`src/verilog/sdram_core_pkg.sv`:
```
// constants and types for the sdram mode and command core
package sdram_core_pkg;
  localparam int ROW_W       = 12;
  localparam int COL_W       = 8;
  localparam int BANK_W      = 2;
  localparam int NUM_BANKS   = 4;
  localparam int DATA_W      = 16;
  localparam int MODE_W      = 14;
  // mode field positions, then the auto-precharge address bit
  localparam int BL_LSB      = 0;
  localparam int BT_BIT      = 3;
  localparam int RL_LSB      = 4;
  localparam int TEST_LSB    = 7;
  localparam int WB_BIT      = 9;
  localparam int AP_BIT      = 10;
  // field encodings
  localparam logic [2:0] BL_1    = 3'h0;
  localparam logic [2:0] BL_2    = 3'h1;
  localparam logic [2:0] BL_4    = 3'h2;
  localparam logic [2:0] BL_8    = 3'h3;
  localparam logic [2:0] BL_PAGE = 3'h7;
  localparam logic [2:0] RL_2    = 3'h2;
  localparam logic [2:0] RL_3    = 3'h3;
  localparam logic [1:0] TEST_NORMAL = 2'h0;
  localparam logic [8:0] PAGE_LEN    = 9'h100;
  // timing in cycles, then mode reset value
  localparam logic [1:0] MODE_BUSY_CYC = 2'h2;
  localparam int         READ_MASK_LAT = 2;
  localparam logic [MODE_W-1:0] MODE_RST = 14'h0000;

  typedef enum logic [2:0] {
    CMD_IDLE     = 3'h0,
    CMD_MODE     = 3'h1,
    CMD_REFRESH  = 3'h2,
    CMD_ACTIVATE = 3'h3,
    CMD_READ     = 3'h4,
    CMD_WRITE    = 3'h5,
    CMD_PRECH    = 3'h6,
    CMD_STOP     = 3'h7
  } cmd_t;

  // gray coded along idle -> burst -> idle
  typedef enum logic [1:0] {
    ST_IDLE  = 2'b00,
    ST_BURST = 2'b01,
    ST_SUSP  = 2'b11,
    ST_PDOWN = 2'b10
  } state_t;
endpackage

```
`src/verilog/burst_addr_if.sv`:
```
// burst address carrier between core and address generator
`timescale 1ns/10ps
interface burst_addr_if;
  import sdram_core_pkg::*;
  logic             start;
  logic             step;
  logic [COL_W-1:0] start_col;
  logic [2:0]       len_code;
  logic             order;
  logic [COL_W-1:0] col;
  logic             last;
  modport core (output start, step, start_col, len_code, order, input col, last);
  modport gen  (input start, step, start_col, len_code, order, output col, last);
endinterface

```
`src/verilog/burst_addr_gen.sv`:
```
// burst column sequence generator
`timescale 1ns/10ps
module burst_addr_gen
  import sdram_core_pkg::*;
(
  input  wire logic   clk_in,
  input  wire logic   sys_rst_in,
  burst_addr_if.gen   bus
);
  logic [COL_W-1:0] base_r;
  logic [COL_W-1:0] beat_r;
  logic [COL_W-1:0] mask;
  logic [8:0]       len;

  always_comb begin
    case (bus.len_code)
      BL_1:    len = 9'h001;
      BL_2:    len = 9'h002;
      BL_4:    len = 9'h004;
      BL_8:    len = 9'h008;
      default: len = PAGE_LEN;
    endcase
    mask = COL_W'(len - 9'h001);
  end

  always_ff @(posedge clk_in) begin
    if (sys_rst_in) begin
      base_r <= '0;
      beat_r <= '0;
    end else if (bus.start) begin
      base_r <= bus.start_col;
      // a write takes beat zero with the command, so it starts one beat on
      beat_r <= bus.step ? 8'h01 : 8'h00;
    end else if (bus.step) begin
      beat_r <= beat_r + 8'h01;
    end
  end

  // sequential wraps inside burst, interleave xors beat
  always_comb begin
    if (bus.order && bus.len_code != BL_PAGE)
      bus.col = (base_r & ~mask) | ((base_r ^ beat_r) & mask);
    else
      bus.col = (base_r & ~mask) | ((base_r + beat_r) & mask);
  end
  assign bus.last = ((beat_r & mask) == mask);
endmodule

```
`src/verilog/sdram_mode_cmd_core.sv`:
```
// command decoder, mode register and burst control of the sdram device
`timescale 1ns/10ps
// Functional notes
// - two cycles after mode load before any new command
// - bank select bits decode to banks A through D
// - precharge-all flag precharges every bank, ignoring bank bits
// - burst stop ends the current burst at every length
// - byte mask blocks writes at once, reads two cycles later
// - mode fields taken from address bits at mode load
// - read latency codes 2 and 3 valid, others reserved
// - burst length codes 1,2,4,8 and full page of 256
// - full page only with sequential order
// - sequential wraps, interleaved is start column xor beat
// - address bit 9 high makes writes single word
// - mode undefined at power-up, loaded by all-low command; the code loads MODE_RST (14'h0000) at reset
// - low clock enable freezes state and ignores inputs
// - low clock enable with banks idle enters power-down
// - idle command continues operations, deselect ignores inputs
// - row bits on activate, column bits on read or write
module sdram_mode_cmd_core
  import sdram_core_pkg::*;
#(
  parameter int NBANK = NUM_BANKS
)(
  input  wire logic                 clk_in,
  input  wire logic                 sys_rst_in,
  input  wire logic                 clk_en_in,
  input  wire logic                 sel_n_in,
  input  wire logic                 row_strobe_n_in,
  input  wire logic                 col_strobe_n_in,
  input  wire logic                 wr_en_n_in,
  input  wire logic [ROW_W-1:0]     addr_in,
  input  wire logic                 bank_sel_lo_in,
  input  wire logic                 bank_sel_hi_in,
  input  wire logic                 byte_mask_in,
  input  wire logic [DATA_W-1:0]    wdata_in,
  output logic [DATA_W-1:0]         rdata_out,
  output logic                      rdata_oe_n_out,
  output logic                      wr_strobe_out,
  output logic [DATA_W-1:0]         wr_data_out,
  output logic [BANK_W-1:0]         wr_bank_out,
  output logic [COL_W-1:0]          mem_col_out,
  output logic [NBANK-1:0]          bank_open_out,
  output logic [ROW_W-1:0]          row_latch_out,
  output logic [MODE_W-1:0]         mode_out,
  output logic                      mode_busy_out,
  output logic                      power_down_out,
  output logic                      suspend_out
);
  cmd_t                cmd;
  state_t              state_r;
  logic                clk_en_r;
  logic                active;
  logic [BANK_W-1:0]   bank;
  logic [MODE_W-1:0]   mode_r;
  logic [1:0]          mode_cnt_r;
  logic [NBANK-1:0]    open_r;
  logic [NBANK-1:0]    prech_pend_r;
  logic [ROW_W-1:0]    row_r;
  logic [BANK_W-1:0]   burst_bank_r;
  logic                burst_wr_r;
  logic                burst_ap_r;
  logic [2:0]          lat_cnt_r;
  logic [READ_MASK_LAT-1:0] mask_pipe_r;
  logic                all_idle;
  logic [2:0]          rd_lat;
  logic [2:0]          eff_len;
  logic                burst_end;
  logic                in_burst;

  burst_addr_if ba ();
  burst_addr_gen u_gen (
    .clk_in     (clk_in),
    .sys_rst_in (sys_rst_in),
    .bus        (ba.gen)
  );

  ////////////////////////////////////////////////////////////////
  // command decode
  // internal clock runs only when clock enable was high last edge
  assign active = clk_en_r;
  assign bank   = {bank_sel_hi_in, bank_sel_lo_in};
  assign all_idle = (open_r == '0) && !in_burst;

  always_comb begin
    cmd = CMD_IDLE;
    if (!sel_n_in) begin
      case ({row_strobe_n_in, col_strobe_n_in, wr_en_n_in})
        3'b000:  cmd = CMD_MODE;
        3'b001:  cmd = clk_en_in ? CMD_REFRESH : CMD_IDLE;
        3'b011:  cmd = CMD_ACTIVATE;
        3'b101:  cmd = CMD_READ;
        3'b100:  cmd = CMD_WRITE;
        3'b010:  cmd = CMD_PRECH;
        3'b110:  cmd = CMD_STOP;
        default: cmd = CMD_IDLE;
      endcase
    end
    if (!active || mode_cnt_r != 2'h0)
      cmd = CMD_IDLE;
  end

  always_ff @(posedge clk_in) begin
    if (sys_rst_in)
      clk_en_r <= 1'b1;
    else
      clk_en_r <= clk_en_in;
  end

  ////////////////////////////////////////////////////////////////
  // mode register
  always_ff @(posedge clk_in) begin
    if (sys_rst_in) begin
      mode_r     <= MODE_RST;
      mode_cnt_r <= 2'h0;
    end else begin
      if (cmd == CMD_MODE && all_idle) begin
        mode_r     <= {bank, addr_in};
        mode_cnt_r <= MODE_BUSY_CYC - 2'h1;
      end else if (mode_cnt_r != 2'h0)
        mode_cnt_r <= mode_cnt_r - 2'h1;
    end
  end

  always_comb begin
    case (mode_r[RL_LSB +: 3])
      RL_3:    rd_lat = 3'h3;
      default: rd_lat = 3'h2;
    endcase
    eff_len = mode_r[BL_LSB +: 3];
    if (burst_wr_r && mode_r[WB_BIT])
      eff_len = BL_1;
  end

  ////////////////////////////////////////////////////////////////
  // bank state and row latch
  always_ff @(posedge clk_in) begin
    if (sys_rst_in) begin
      open_r       <= '0;
      prech_pend_r <= '0;
      row_r        <= '0;
    end else if (active) begin
      if (cmd == CMD_ACTIVATE) begin
        open_r[bank] <= 1'b1;
        row_r        <= addr_in;
      end else if (cmd == CMD_PRECH) begin
        if (addr_in[AP_BIT])
          open_r <= '0;
        else
          open_r[bank] <= 1'b0;
      end
      if ((cmd == CMD_READ || cmd == CMD_WRITE) && addr_in[AP_BIT])
        prech_pend_r[bank] <= 1'b1;
      if (burst_end && burst_ap_r) begin
        open_r[burst_bank_r]       <= 1'b0;
        prech_pend_r[burst_bank_r] <= 1'b0;
      end
    end
  end

  ////////////////////////////////////////////////////////////////
  // burst control and state machine
  assign in_burst  = (state_r == ST_BURST) || (state_r == ST_SUSP);
  assign burst_end = (state_r == ST_BURST) &&
                     ((lat_cnt_r == 3'h0 && ba.last) || cmd == CMD_STOP);

  always_ff @(posedge clk_in) begin
    if (sys_rst_in) begin
      state_r      <= ST_IDLE;
      burst_bank_r <= '0;
      burst_wr_r   <= 1'b0;
      burst_ap_r   <= 1'b0;
      lat_cnt_r    <= 3'h0;
    end else begin
      case (state_r)
        ST_IDLE: begin
          if (!clk_en_in && active)
            state_r <= ST_PDOWN;
          else if (cmd == CMD_READ || cmd == CMD_WRITE) begin
            state_r      <= ST_BURST;
            burst_bank_r <= bank;
            burst_wr_r   <= (cmd == CMD_WRITE);
            burst_ap_r   <= addr_in[AP_BIT];
            lat_cnt_r    <= (cmd == CMD_WRITE) ? 3'h0 : rd_lat - 3'h1;
          end
        end
        ST_BURST: begin
          if (!clk_en_in)
            state_r <= ST_SUSP;
          else if (cmd == CMD_READ || cmd == CMD_WRITE) begin
            burst_bank_r <= bank;
            burst_wr_r   <= (cmd == CMD_WRITE);
            burst_ap_r   <= addr_in[AP_BIT];
            lat_cnt_r    <= (cmd == CMD_WRITE) ? 3'h0 : rd_lat - 3'h1;
          end else if (burst_end)
            state_r <= ST_IDLE;
          else if (lat_cnt_r != 3'h0)
            lat_cnt_r <= lat_cnt_r - 3'h1;
        end
        ST_SUSP: begin
          if (clk_en_in)
            state_r <= ST_BURST;
        end
        default: begin
          if (clk_en_in)
            state_r <= ST_IDLE;
        end
      endcase
    end
  end

  // address generator steering
  assign ba.start     = (cmd == CMD_READ || cmd == CMD_WRITE);
  assign ba.start_col = addr_in[COL_W-1:0];
  assign ba.len_code  = eff_len;
  assign ba.order     = mode_r[BT_BIT];
  // write command steps at once: its first beat is taken with the command
  assign ba.step      = (cmd == CMD_WRITE) ||
                        ((state_r == ST_BURST) && clk_en_in && lat_cnt_r == 3'h0 && !burst_end && cmd != CMD_READ);

  ////////////////////////////////////////////////////////////////
  // data path and byte mask
  always_ff @(posedge clk_in) begin
    if (sys_rst_in)
      mask_pipe_r <= '0;
    else if (active)
      mask_pipe_r <= {mask_pipe_r[READ_MASK_LAT-2:0], byte_mask_in};
  end

  always_ff @(posedge clk_in) begin
    if (sys_rst_in) begin
      wr_strobe_out <= 1'b0;
      wr_data_out   <= '0;
      wr_bank_out   <= '0;
      mem_col_out   <= '0;
    end else begin
      wr_strobe_out <= 1'b0;
      if (active && cmd == CMD_WRITE && !byte_mask_in) begin
        wr_strobe_out <= 1'b1;
        wr_data_out   <= wdata_in;
        wr_bank_out   <= bank;
        mem_col_out   <= addr_in[COL_W-1:0];
      end else if (active && clk_en_in && state_r == ST_BURST && burst_wr_r && lat_cnt_r == 3'h0 &&
                   eff_len != BL_1 && cmd != CMD_STOP && cmd != CMD_READ && !byte_mask_in) begin
        wr_strobe_out <= 1'b1;
        wr_data_out   <= wdata_in;
        wr_bank_out   <= burst_bank_r;
        mem_col_out   <= ba.col;
      end else if (state_r == ST_BURST && clk_en_in)
        mem_col_out <= ba.col;
    end
  end

  // read data echoes the low row bits and the column; masked lane goes off two cycles after mask
  always_ff @(posedge clk_in) begin
    if (sys_rst_in) begin
      rdata_out      <= '0;
      rdata_oe_n_out <= 1'b1;
    end else if (active) begin
      rdata_oe_n_out <= 1'b1;
      if (state_r == ST_BURST && clk_en_in && !burst_wr_r && lat_cnt_r == 3'h0 &&
          !mask_pipe_r[READ_MASK_LAT-1]) begin
        rdata_out      <= {row_r[DATA_W-COL_W-1:0], ba.col};
        rdata_oe_n_out <= 1'b0;
      end
    end
  end

  assign bank_open_out  = open_r;
  assign row_latch_out  = row_r;
  assign mode_out       = mode_r;
  assign mode_busy_out  = (mode_cnt_r != 2'h0);
  assign power_down_out = (state_r == ST_PDOWN);
  assign suspend_out    = (state_r == ST_SUSP);
endmodule
```
`config.mk`:
```
export PLATFORM = sky130hd
export DESIGN_NAME = sdram_mode_cmd_core
export DESIGN_NICKNAME = d
export VERILOG_FILES = /design/src/verilog/sdram_core_pkg.sv /design/src/verilog/burst_addr_if.sv /design/src/verilog/burst_addr_gen.sv /design/src/verilog/sdram_mode_cmd_core.sv
export SDC_FILE = /design/constraint.sdc
export NUM_CORES = 1
export LEC_CHECK = 0
export BUFFER_PORTS_ARGS = -buffer_cell sky130_fd_sc_hd__buf_4
export CORE_MARGIN = 8
export CORE_UTILIZATION = 31
export CTS_CLUSTER_DIAMETER = 150
export DETAILED_ROUTE_END_ITERATION = 7
export GPL_TIMING_DRIVEN = 0
export SYNTH_ARGS = -nofsm -noshare
export SYNTH_HDL_FRONTEND = slang
export SYNTH_SLANG_ARGS = --single-unit
```
`constraint.sdc`:
```
create_clock -name clk_in -period 8.15 [get_ports clk_in]
set_clock_uncertainty 0.2 [all_clocks]
set_input_delay 0 -clock clk_in [delete_from_list [all_inputs] [get_ports clk_in]]
set_output_delay 0 -clock clk_in [all_outputs]
set_load 0.005 [all_outputs]
```
## Yosys cells after proc, flatten, opt, wreduce, memory -nomap -nowiden

Cells that the tools add are included.

- Input bits: 38
- Word-level logic and storage cells: 195
- Output and inout port bits: 77
- Bits in registers: 104

- Mux-type cells: 61
- Bitwise operators: 13
- Equal/unequal tests: 32
- $lt $le $gt $ge: 4
- Reduce and logical (&&, ||, !) cells: 59
- Add/sub/neg operators: 6

Operator list:

| operator | number |
|---|---|
| 8-bit two-way mux | 6 |
| 8-bit bitwise AND | 4 |
| 16-bit two-way mux | 2 |
| 3-bit two-way mux | 10 |
| 1-bit logical AND | 27 |
| 2-bit two-way mux | 13 |
| 4-bit two-way mux | 6 |
| 3-bit != test (second input constant) | 8 |
| 3-bit == test (second input constant) | 7 |
| 3-bit case mux with 7 select lines | 1 |
| 3-bit by 2-bit == test with 1-bit output (second input constant) | 6 |
| 8-bit bitwise OR | 2 |
| 4-bit case mux with 4 select lines | 1 |
| 1-bit two-way mux | 15 |
| 3-bit nonzero test | 4 |
| 2-bit nonzero test | 5 |
| 3-bit by 1-bit == test with 1-bit output (second input constant) | 3 |
| 3-bit logical NOT | 3 |
| 8-bit by 1-bit adder with 8-bit output (second input constant) | 1 |
| 8-bit adder | 1 |
| 4-bit bitwise AND | 2 |
| 8-bit == test | 1 |
| 2-bit != test (second input constant) | 4 |
| 4-bit NOT | 2 |
| other kinds (24) | 41 |

## Longest topological paths before layout

Gate-level depths: netlist (run 1).

- Depth after elaboration: 16
- Depth in mapped cells: 11
- Gate-level depth less buffers: 10

## Cells and area by module

Synthesis (run 1) repeated with hierarchy kept, for this count alone.

- Cells, all modules: 580
- Area, all modules: 4875.9 um^2

Modules (own cells, without submodules):

| module | area an instance (um^2) | cells an instance | times used | sequential area each (um^2) |
|---|---|---|---|---|
| sdram_mode_cmd_core | 3696.0 | 437 | 1 | 1761.7 |
| burst_addr_gen | 1179.9 | 143 | 1 | 320.3 |

## Least setup slack after synthesis (run 1)

OpenSTA, ideal clock, no wires.

- Path type: reg-to-reg
- Start point: reg mode_r[0], in the netlist mode_out[0]
- End point: reg u_gen.beat_r[6]
- Arrival: 2.531 ns
- Slack: 5.295 ns
- Buffers on the path: 1
- Setup time: 0.123 ns
- Clock period less this slack: 2.855 ns
- Data required time: 7.827 ns
- Stages on the path, launching flop included: 11
- Path through: dfxtp_1 -> or3_1 -> and2_4 -> ha_1 -> o21ai_0 -> a21oi_1 -> a31o_2 -> o21a_1 -> buf_6 -> nor4_2 -> mux2_1

- Cells in the longest elaborated chain, start to end: 14
- Elaborated cells on any way between the ends: 17
- Classes of those cells: add/sub: 1; eq/ne: 4; mux: 2; bitwise: 1; reduce/logical: 9

Ends and longest elaborated chain:

| what | line | text |
|---|---|---|
| start: declaration | sdram_mode_cmd_core.sv:55 | `logic [MODE_W-1:0] mode_r;` |
| start signal: assignment | sdram_mode_cmd_core.sv:118 | `mode_r <= {bank, addr_in};` |
| 3-bit two-way mux * | sdram_mode_cmd_core.sv:131 | `if (burst_wr_r && mode_r[WB_BIT])` |
| 3-bit by 2-bit == test with 1-bit output, or another cell as far along | burst_addr_gen.sv:16 | `case (bus.len_code)` |
| 4-bit case mux with 4 select lines * | burst_addr_gen.sv:16 |  |
| 8-bit by 1-bit subtractor with 8-bit output * | burst_addr_gen.sv:23 | `mask = COL_W'(len - 9'h001);` |
| 8-bit bitwise AND | burst_addr_gen.sv:46 | `assign bus.last = ((beat_r & mask) == mask);` |
| 8-bit == test * | burst_addr_gen.sv:46 |  |
| 1-bit logical AND * | sdram_mode_cmd_core.sv:165 | `((lat_cnt_r == 3'h0 && ba.last) \|\| cmd == CMD_STOP);` |
| 1-bit logical OR * | sdram_mode_cmd_core.sv:165 |  |
| 1-bit logical AND * | sdram_mode_cmd_core.sv:164 | `assign burst_end = (state_r == ST_BURST) &&` |
| 1-bit logical NOT * | sdram_mode_cmd_core.sv:219 | `((state_r == ST_BURST) && clk_en_in && lat_cnt_r == 3'h0 && !burst_end && cmd != CMD_READ);` |
| 1-bit logical AND * (2 in series) | sdram_mode_cmd_core.sv:219 |  |
| 1-bit logical OR * | sdram_mode_cmd_core.sv:218 | `assign ba.step = (cmd == CMD_WRITE) \|\|` |
| 2-bit nonzero test (no line) * | - |  |
| end signal: assignment | burst_addr_gen.sv:33 | `beat_r <= bus.step ? 8'h01 : 8'h00;` |
| end signal: assignment | burst_addr_gen.sv:35 | `beat_r <= beat_r + 8'h01;` |
| end: declaration | burst_addr_gen.sv:11 | `logic [COL_W-1:0] beat_r;` |

Every way passes the cells marked *; elsewhere a longest branch is shown, timed or not.
A chain may end at the register's enable or synchronous reset.

## Worst setup path in the final report (run 1)

- Start point: reg mode_cnt_r[0]
- End point: reg mem_col_out[5]

- Cells in the longest elaborated chain, start to end: 9
- Elaborated cells on any way between the ends: 14
- Classes of those cells: eq/ne: 3; mux: 3; reduce/logical: 8

Ends and longest elaborated chain:

| what | line | text |
|---|---|---|
| start: declaration | sdram_mode_cmd_core.sv:56 | `logic [1:0] mode_cnt_r;` |
| start signal: assignment | sdram_mode_cmd_core.sv:119 | `mode_cnt_r <= MODE_BUSY_CYC - 2'h1;` |
| start signal: assignment | sdram_mode_cmd_core.sv:121 | `mode_cnt_r <= mode_cnt_r - 2'h1;` |
| 2-bit nonzero test * | sdram_mode_cmd_core.sv:99 | `if (!active \|\| mode_cnt_r != 2'h0)` |
| 1-bit logical OR * | sdram_mode_cmd_core.sv:99 |  |
| 3-bit two-way mux * | sdram_mode_cmd_core.sv:99 |  |
| 3-bit != test | sdram_mode_cmd_core.sv:244 | `eff_len != BL_1 && cmd != CMD_STOP && cmd != CMD_READ && !byte_mask_in) begin` |
| 1-bit logical AND (3 in series) | sdram_mode_cmd_core.sv:244 |  |
| 8-bit two-way mux | sdram_mode_cmd_core.sv:243 | `end else if (active && clk_en_in && state_r == ST_BURST && burst_wr_r && lat_cnt_r == 3'h0 &&` |
| 8-bit two-way mux | sdram_mode_cmd_core.sv:238 | `if (active && cmd == CMD_WRITE && !byte_mask_in) begin` |
| end signal: assignment | sdram_mode_cmd_core.sv:242 | `mem_col_out <= addr_in[COL_W-1:0];` |
| end signal: assignment | sdram_mode_cmd_core.sv:248 | `mem_col_out <= ba.col;` |
| end signal: assignment | sdram_mode_cmd_core.sv:250 | `mem_col_out <= ba.col;` |
| end: declaration | sdram_mode_cmd_core.sv:42 | `output logic [COL_W-1:0] mem_col_out,` |

Marked as above.

==> results of run 1 <==
==> routing by layer <==
layer,wire (um),up-vias
met2,7300,147
met3,1180,14
met5,0,-
li1,-,2266
met4,167,0
met1,6410,2163
==> kinds of logic (layout without fill, tap and decap cells) <==
family | after synthesis | after routing | synth area share (%)
xor gates and xnor gates | 9 | 9 | 1.67
muxes | 40 | 40 | 8.51
and+or+nand+nor | 224 | 224 | 21.2
DFF | 104 | 104 | 44.1
adders and majority gates | 13 | 13 | 3.60
buffers and inverters | 46 | 212 | 4.45
AOI/OAI and AO/OA | 125 | 125 | 16.4
==> metrics by stage <==
step	setup WS [ns]	hold slack (ns)	instances	power, mW	cell area, sq um
floorplan	5.30	-0.0827	561	0.629	4720
global placement	5.12	0.0300	863	0.690	5810
detailed placement	5.09	0.0392	863	0.693	5810
CTS	5.07	0.0960	915	1.12	6460
global route	4.86	0.125	915	1.16	6460
finish	4.99	0.106	915	1.11	6460
==> placed cells by master (no fill, tap or decap), types with 12 or more instances in the layout <==
cell type        n
a21oi_1         59
clkbuf_1        20
mux2i_1         39
dfxtp_1        104
ha_1            12
a211oi_1        12
dlygate4sd3_1   37
buf_4          116
inv_1           15
nor2_1          73
o21ai_0         18
nand2_1         91
==> repair_timing <==
action / CTS / global route
endpoints found under the hold margin: 77 / 0
hold buffers: 37 / 0
endpoints found under the setup margin: 0 / 0
==> flip-flops by register name, indices dropped and copies added, names as in the netlist, 3 cells and up <==
register / cells
bank_open_out: 4
lat_cnt_r: 3
mem_col_out: 8
mode_out: 14
rdata_out: 16
row_latch_out: 12
u_gen.base_r: 8
u_gen.beat_r: 8
wr_data_out: 16
==> power breakdown <==
group	switching (mW)	internal (mW)	leakage (nW)	total, mW
Sequential	0.0126	0.524	0.840	0.537
Combinational	0.0840	0.0755	1.76	0.160
Clock	0.194	0.224	0.135	0.419
Total	0.291	0.824	2.74	1.11
==> worst min path at each step <==
stage	to	slack, ns	cells after the start
after floorplan	active	-0.08	1
after global placement	wr_data_out[9]	0.03	3
after detailed placement	wr_data_out[0]	0.04	3
after CTS	burst_wr_r	0.1	5
after global routing	burst_wr_r	0.13	5
final	burst_wr_r	0.11	5
==> worst register-to-register path, cell delays in order (launching register included) <==
cell	delay, ns
dfxtp_1	0.32
inv_1	0.06
ha_1	0.29
and4bb_1	0.28
nand2_1	0.19
or3_1	0.35
clkbuf_1	0.24
and4_1	0.28
a31oi_1	0.17
dlygate4sd3_1	0.58
o41ai_1	0.07
==> cell type report <==
cell class / count / area (sq um)
fill: 1443 / 8570
multi-input combinational: 411 / 2430
sequential: 104 / 2080
timing repair buffer: 151 / 1230
clock buffer: 12 / 256
tap: 188 / 235
buffer: 30 / 150
inverter: 16 / 60.1
clock inverter: 3 / 25.0
==> metrics.txt, run 1 <==
FF-to-FF path depth 10; Slew @ Worst Pin 0.676 ns; post-synthesis sequential element count 104; FFs w/ async S/R, synth 0%; Mapped Area 4720 sq um; vias per cell 5.02; status finished, final reports clean; worst-path maximum fanout 10; Skew-Pair Late Insertion Delay 0.35 ns; number of global-route vias before repair 4486; worst flop-to-flop path startpoint mode_cnt_r[0]; top-count cell post-synth dfxtp_1; met1 Use GR 17.5%; Crit-path slowest cell dlygate4sd3_1; CP Launch Type flop; Slew Limit Fails 0; total gr overflow 0; TritonRoute pass-1 iters 5; Crit path required time 8.16 ns; Levels on crit path 10; Setup Viol. Count Final 0; clock buffer depth 2; largest net degree at the start of global routing 17; Post-CTS Setup Bufs 0; die span in y 139 um; CORE AREA 15000 sq um; residual DRC count 0; initial DRC count 259; fin crit share 38.7%; top cells by count, synth 104 x dfxtp_1, 91 x nand2_1, 73 x nor2_1, 59 x a21oi_1, 39 x mux2i_1; row count 45; maximum VDD drop 0.0984 mV; Mean Syn Cell Area 8.41 sq um; Synth Instances 561; Distinct cells, synth 57; final net count 774; Yosys top cell by area dfxtp_1; Pwr per Cell Area 172 nW/um^2; CTS tree yes; register area share after synthesis 44.1%; routability congestion estimate 0.813; Crit path max-delay family simple AND/OR/NAND/NOR gates; layer with the highest usage met2; min Tclk post-route 3.16 ns; post-layout util 43.0%; share of cells above drive strength 1 20.6%; synth warn 0; diode count 0; clk sinks 104; DP HPWL 11400 um; reg2reg end mem_col_out[5]; Worst slew margin 54.8%; Synth area leaders dfxtp_1 44%, mux2i_1 8.3%, nand2_1 7.2%; Setup crit start mode_cnt_r[0]; Initial Utilization 31.4%; Routed Antenna Nets 0; routed len/inst 16.5 um; R2R Setup Slk 4.99 ns; Setup CP Type reg -> reg; first-pass GRT wire length 24000 um; chip width 139 um; initial antenna violation count 0; Overall Global Routing Usage 15.3%; Top FF cell, synth dfxtp_1; area grow syn2layout 36.9%; met3 usage 5.54%; area fraction of the dominant cell type after synthesis 44.1%; Bufs and invs on worst path 3; PortBufs 114; crit-path cells inv_1, ha_1, and4bb_1, nand2_1, or3_1, clkbuf_1, and4_1, a31oi_1, dlygate4sd3_1, o41ai_1; critical path endpoint category flop; TNS Setup 0 ns; RSZ-0062 raised after global routing false; Synthesized Nets 612; hold path start col_strobe_n_in; DIE AREA 19400 sq um; worst stage delay on the critical path 0.58 ns; Hold Fails Final Rpt 0; Post-synth EDFFs 0; Max-cap violations 0; H-Tree Depth 3; Num CTS Buffers 9; Resized cells post-CTS 0; Total Wirelength 15100 um; WP data arrival 3.17 ns; Hold WC Path Type in -> reg; Max Clk Rate 0.317 GHz; GR Util met2 26.5%; vias 4590; Clock Pin Slew Worst Setup and Hold Paths 0.07 ns; Leak 2.74 nW; root buf cell clkbuf_16; IO Pins 115; Setup crit end mem_col_out[5]
Note: power is estimated with default switching activity, not from simulation.
==> run 2, diff against run 1 <==
==> constraint.sdc (replaced) <==
create_clock -name clk_in -period 3.01 [get_ports clk_in]
set_clock_uncertainty 0.2 [all_clocks]
set_input_delay 0 -clock clk_in [delete_from_list [all_inputs] [get_ports clk_in]]
set_output_delay 0 -clock clk_in [all_outputs]
set_load 0.005 [all_outputs]
==> run 2 against run 1 <==
Via count decreased by 1.2%. Utilization increased by 0.067 points. Routed wire length decreased by 0.35%. First-iteration DRC count decreased by 13%. Fmax increased by 12%. Largest power group unchanged. Highest routed layer unchanged.
==> metrics.txt, run 2 (synthesis results as in run 1) <==
diode count 0; Slew @ Worst Pin 0.688 ns; worst flop-to-flop path startpoint mode_out[0]; TNS Setup 0 ns; share of cells above drive strength 1 21.1%; Worst Hold End burst_wr_r; RSZ-0062 raised after global routing false; CORE AREA 15000 sq um; most frequent cells in the layout 117 x buf_4, 103 x dfxtp_1, 91 x nand2_1; chip width 139 um; largest net degree at the start of global routing 17; critical path endpoint category flop; WP data arrival 2.85 ns; total gr overflow 0; final worst slack 0.193 ns; clock buffer depth 2; Clock Pin Slew Worst Setup and Hold Paths 0.07 ns; maximum VDD drop 0.266 mV; initial DRC count 226; CP Launch Type flop; PortBufs 114; TritonRoute pass-1 iters 4; CTS tree yes; Hold WC Path Type in -> reg; die span in y 139 um; Routed Antenna Nets 0; number of global-route vias before repair 4476; fin crit share 93.6%; switch share 26.0%; Leak 2.76 nW; total internal power 2.24 mW; placed insts 863; FF-to-FF path depth 10; Skew-Pair Late Insertion Delay 0.34 ns; Hold Fails Final Rpt 0; area grow syn2layout 37.1%; final net count 773; Clock power frac 37.4%; Worst slew margin 54.0%; initial antenna violation count 0; Max-cap violations 0; Flop pwr share 48.0%; Multi-input gate area 2450 sq um; Slew Limit Fails 0; Num CTS Buffers 9; Max Clk Rate 0.355 GHz; Overall Global Routing Usage 15.3%; Initial Utilization 31.4%; routed len/inst 16.4 um; Psw 787 uW; routability congestion estimate 0.813; Setup Viol. Count Final 0; non-filler cells, final 914; worst-path maximum fanout 10; H-Tree Depth 3; hold depth 5; Setup CP Type reg -> reg; R2R Setup Slk 0.19 ns; first-pass GRT wire length 23900 um; Crit path required time 3.04 ns; reg2reg end u_gen.beat_r[6]; hold path start col_strobe_n_in; Pwr per Cell Area 467 nW/um^2; residual DRC count 0; status finished, final reports clean; most common cell after layout, fill and taps aside buf_4; clk sinks 104; root buf cell clkbuf_16; vias per cell 4.96; row count 45; DP HPWL 11400 um; Comb pwr share 14.6%; min Tclk post-route 2.82 ns; vias 4534; worst slack at placement -0.0507 ns; IO Pins 115; Total Wirelength 15000 um; FF/Latch Area 2080 sq um; filler instances 1443; DIE AREA 19400 sq um
[run 2: changes by cell type in the layout (fill, tap and decap cells not counted), sizes merged]
cell and delta:
buf +1, dlygate4sd3 -2
[run 2: final cells by class]
class / count / share of cell area [%]
Multi-Input combinational cell: 411 / 37.8
Clock buffer: 12 / 3.96
Sequential cell: 104 / 32.2
Clock inverter: 3 / 0.387
Timing Repair Buffer: 150 / 18.7
Buffer: 30 / 2.32
Tap cell: 188 / 3.63
Inverter: 16 / 0.928
[run 2: stage by stage]
stage               total power [mW]  utilization (%)  instance area [sq um]  hold WS [ns]
finish                          3.02             43.1                   6470         0.105
global route                    3.15             43.1                   6470         0.125
CTS                             3.04             42.9                   6450        0.0960
detailed placement              1.88             38.7                   5810        0.0392
global placement                1.87             38.7                   5810        0.0300
floorplan                       1.70                -                   4720       -0.0827
[run 2: how the worst max path moves through the flow]
stage	to	from	cells after the start	slack, ns
3_3_place_gp	u_gen.beat_r[6]	mode_out[0]	10	-0.02
3_5_place_dp	u_gen.beat_r[6]	mode_out[0]	10	-0.05
4_1_cts	u_gen.beat_r[6]	mode_out[0]	10	0.04
6_report	u_gen.beat_r[6]	mode_out[0]	10	0.19
2_1_floorplan	u_gen.beat_r[6]	mode_out[0]	10	0.16
5_1_grt	u_gen.beat_r[6]	mode_out[0]	10	0.07
[run 2: metal layers]
metal,vias up,GRT usage [%],part of all wire [%]
li1,2264,-,-
met1,2129,17.5,43
met2,123,26.4,49
met3,18,5.54,7.4
met4,0,3.93,1.3
met5,-,0,0
[run 2: what timing repair did]
item,CTS,global route
hold buffers,35,0
setup buffers,1,0
pin swaps,1,0
cloned,0,0
setup endpoints to repair,1,3
endpoints found under the hold margin,77,0
resized for setup,1,3
[run 2: critical path, cell delays in order (launching register included)]
cell and delay [ns]:
dfxtp_2 0.36, or3_1 0.40, and2_4 0.20, ha_4 0.24, o21ai_1 0.11, a21oi_1 0.05, a31o_2 0.24, o21a_1 0.22
buf_6 0.15, nor4_4 0.20, mux2_1 0.33
[run 2: power groups by stage]
stage	Clock, mW	Sequential [mW]	Combinational (mW)
after global routing	1.21	1.46	0.486
after global placement	0	1.48	0.386
final	1.13	1.45	0.440
after CTS	1.15	1.45	0.438
after floorplan	0	1.48	0.225
after detailed placement	0	1.48	0.393
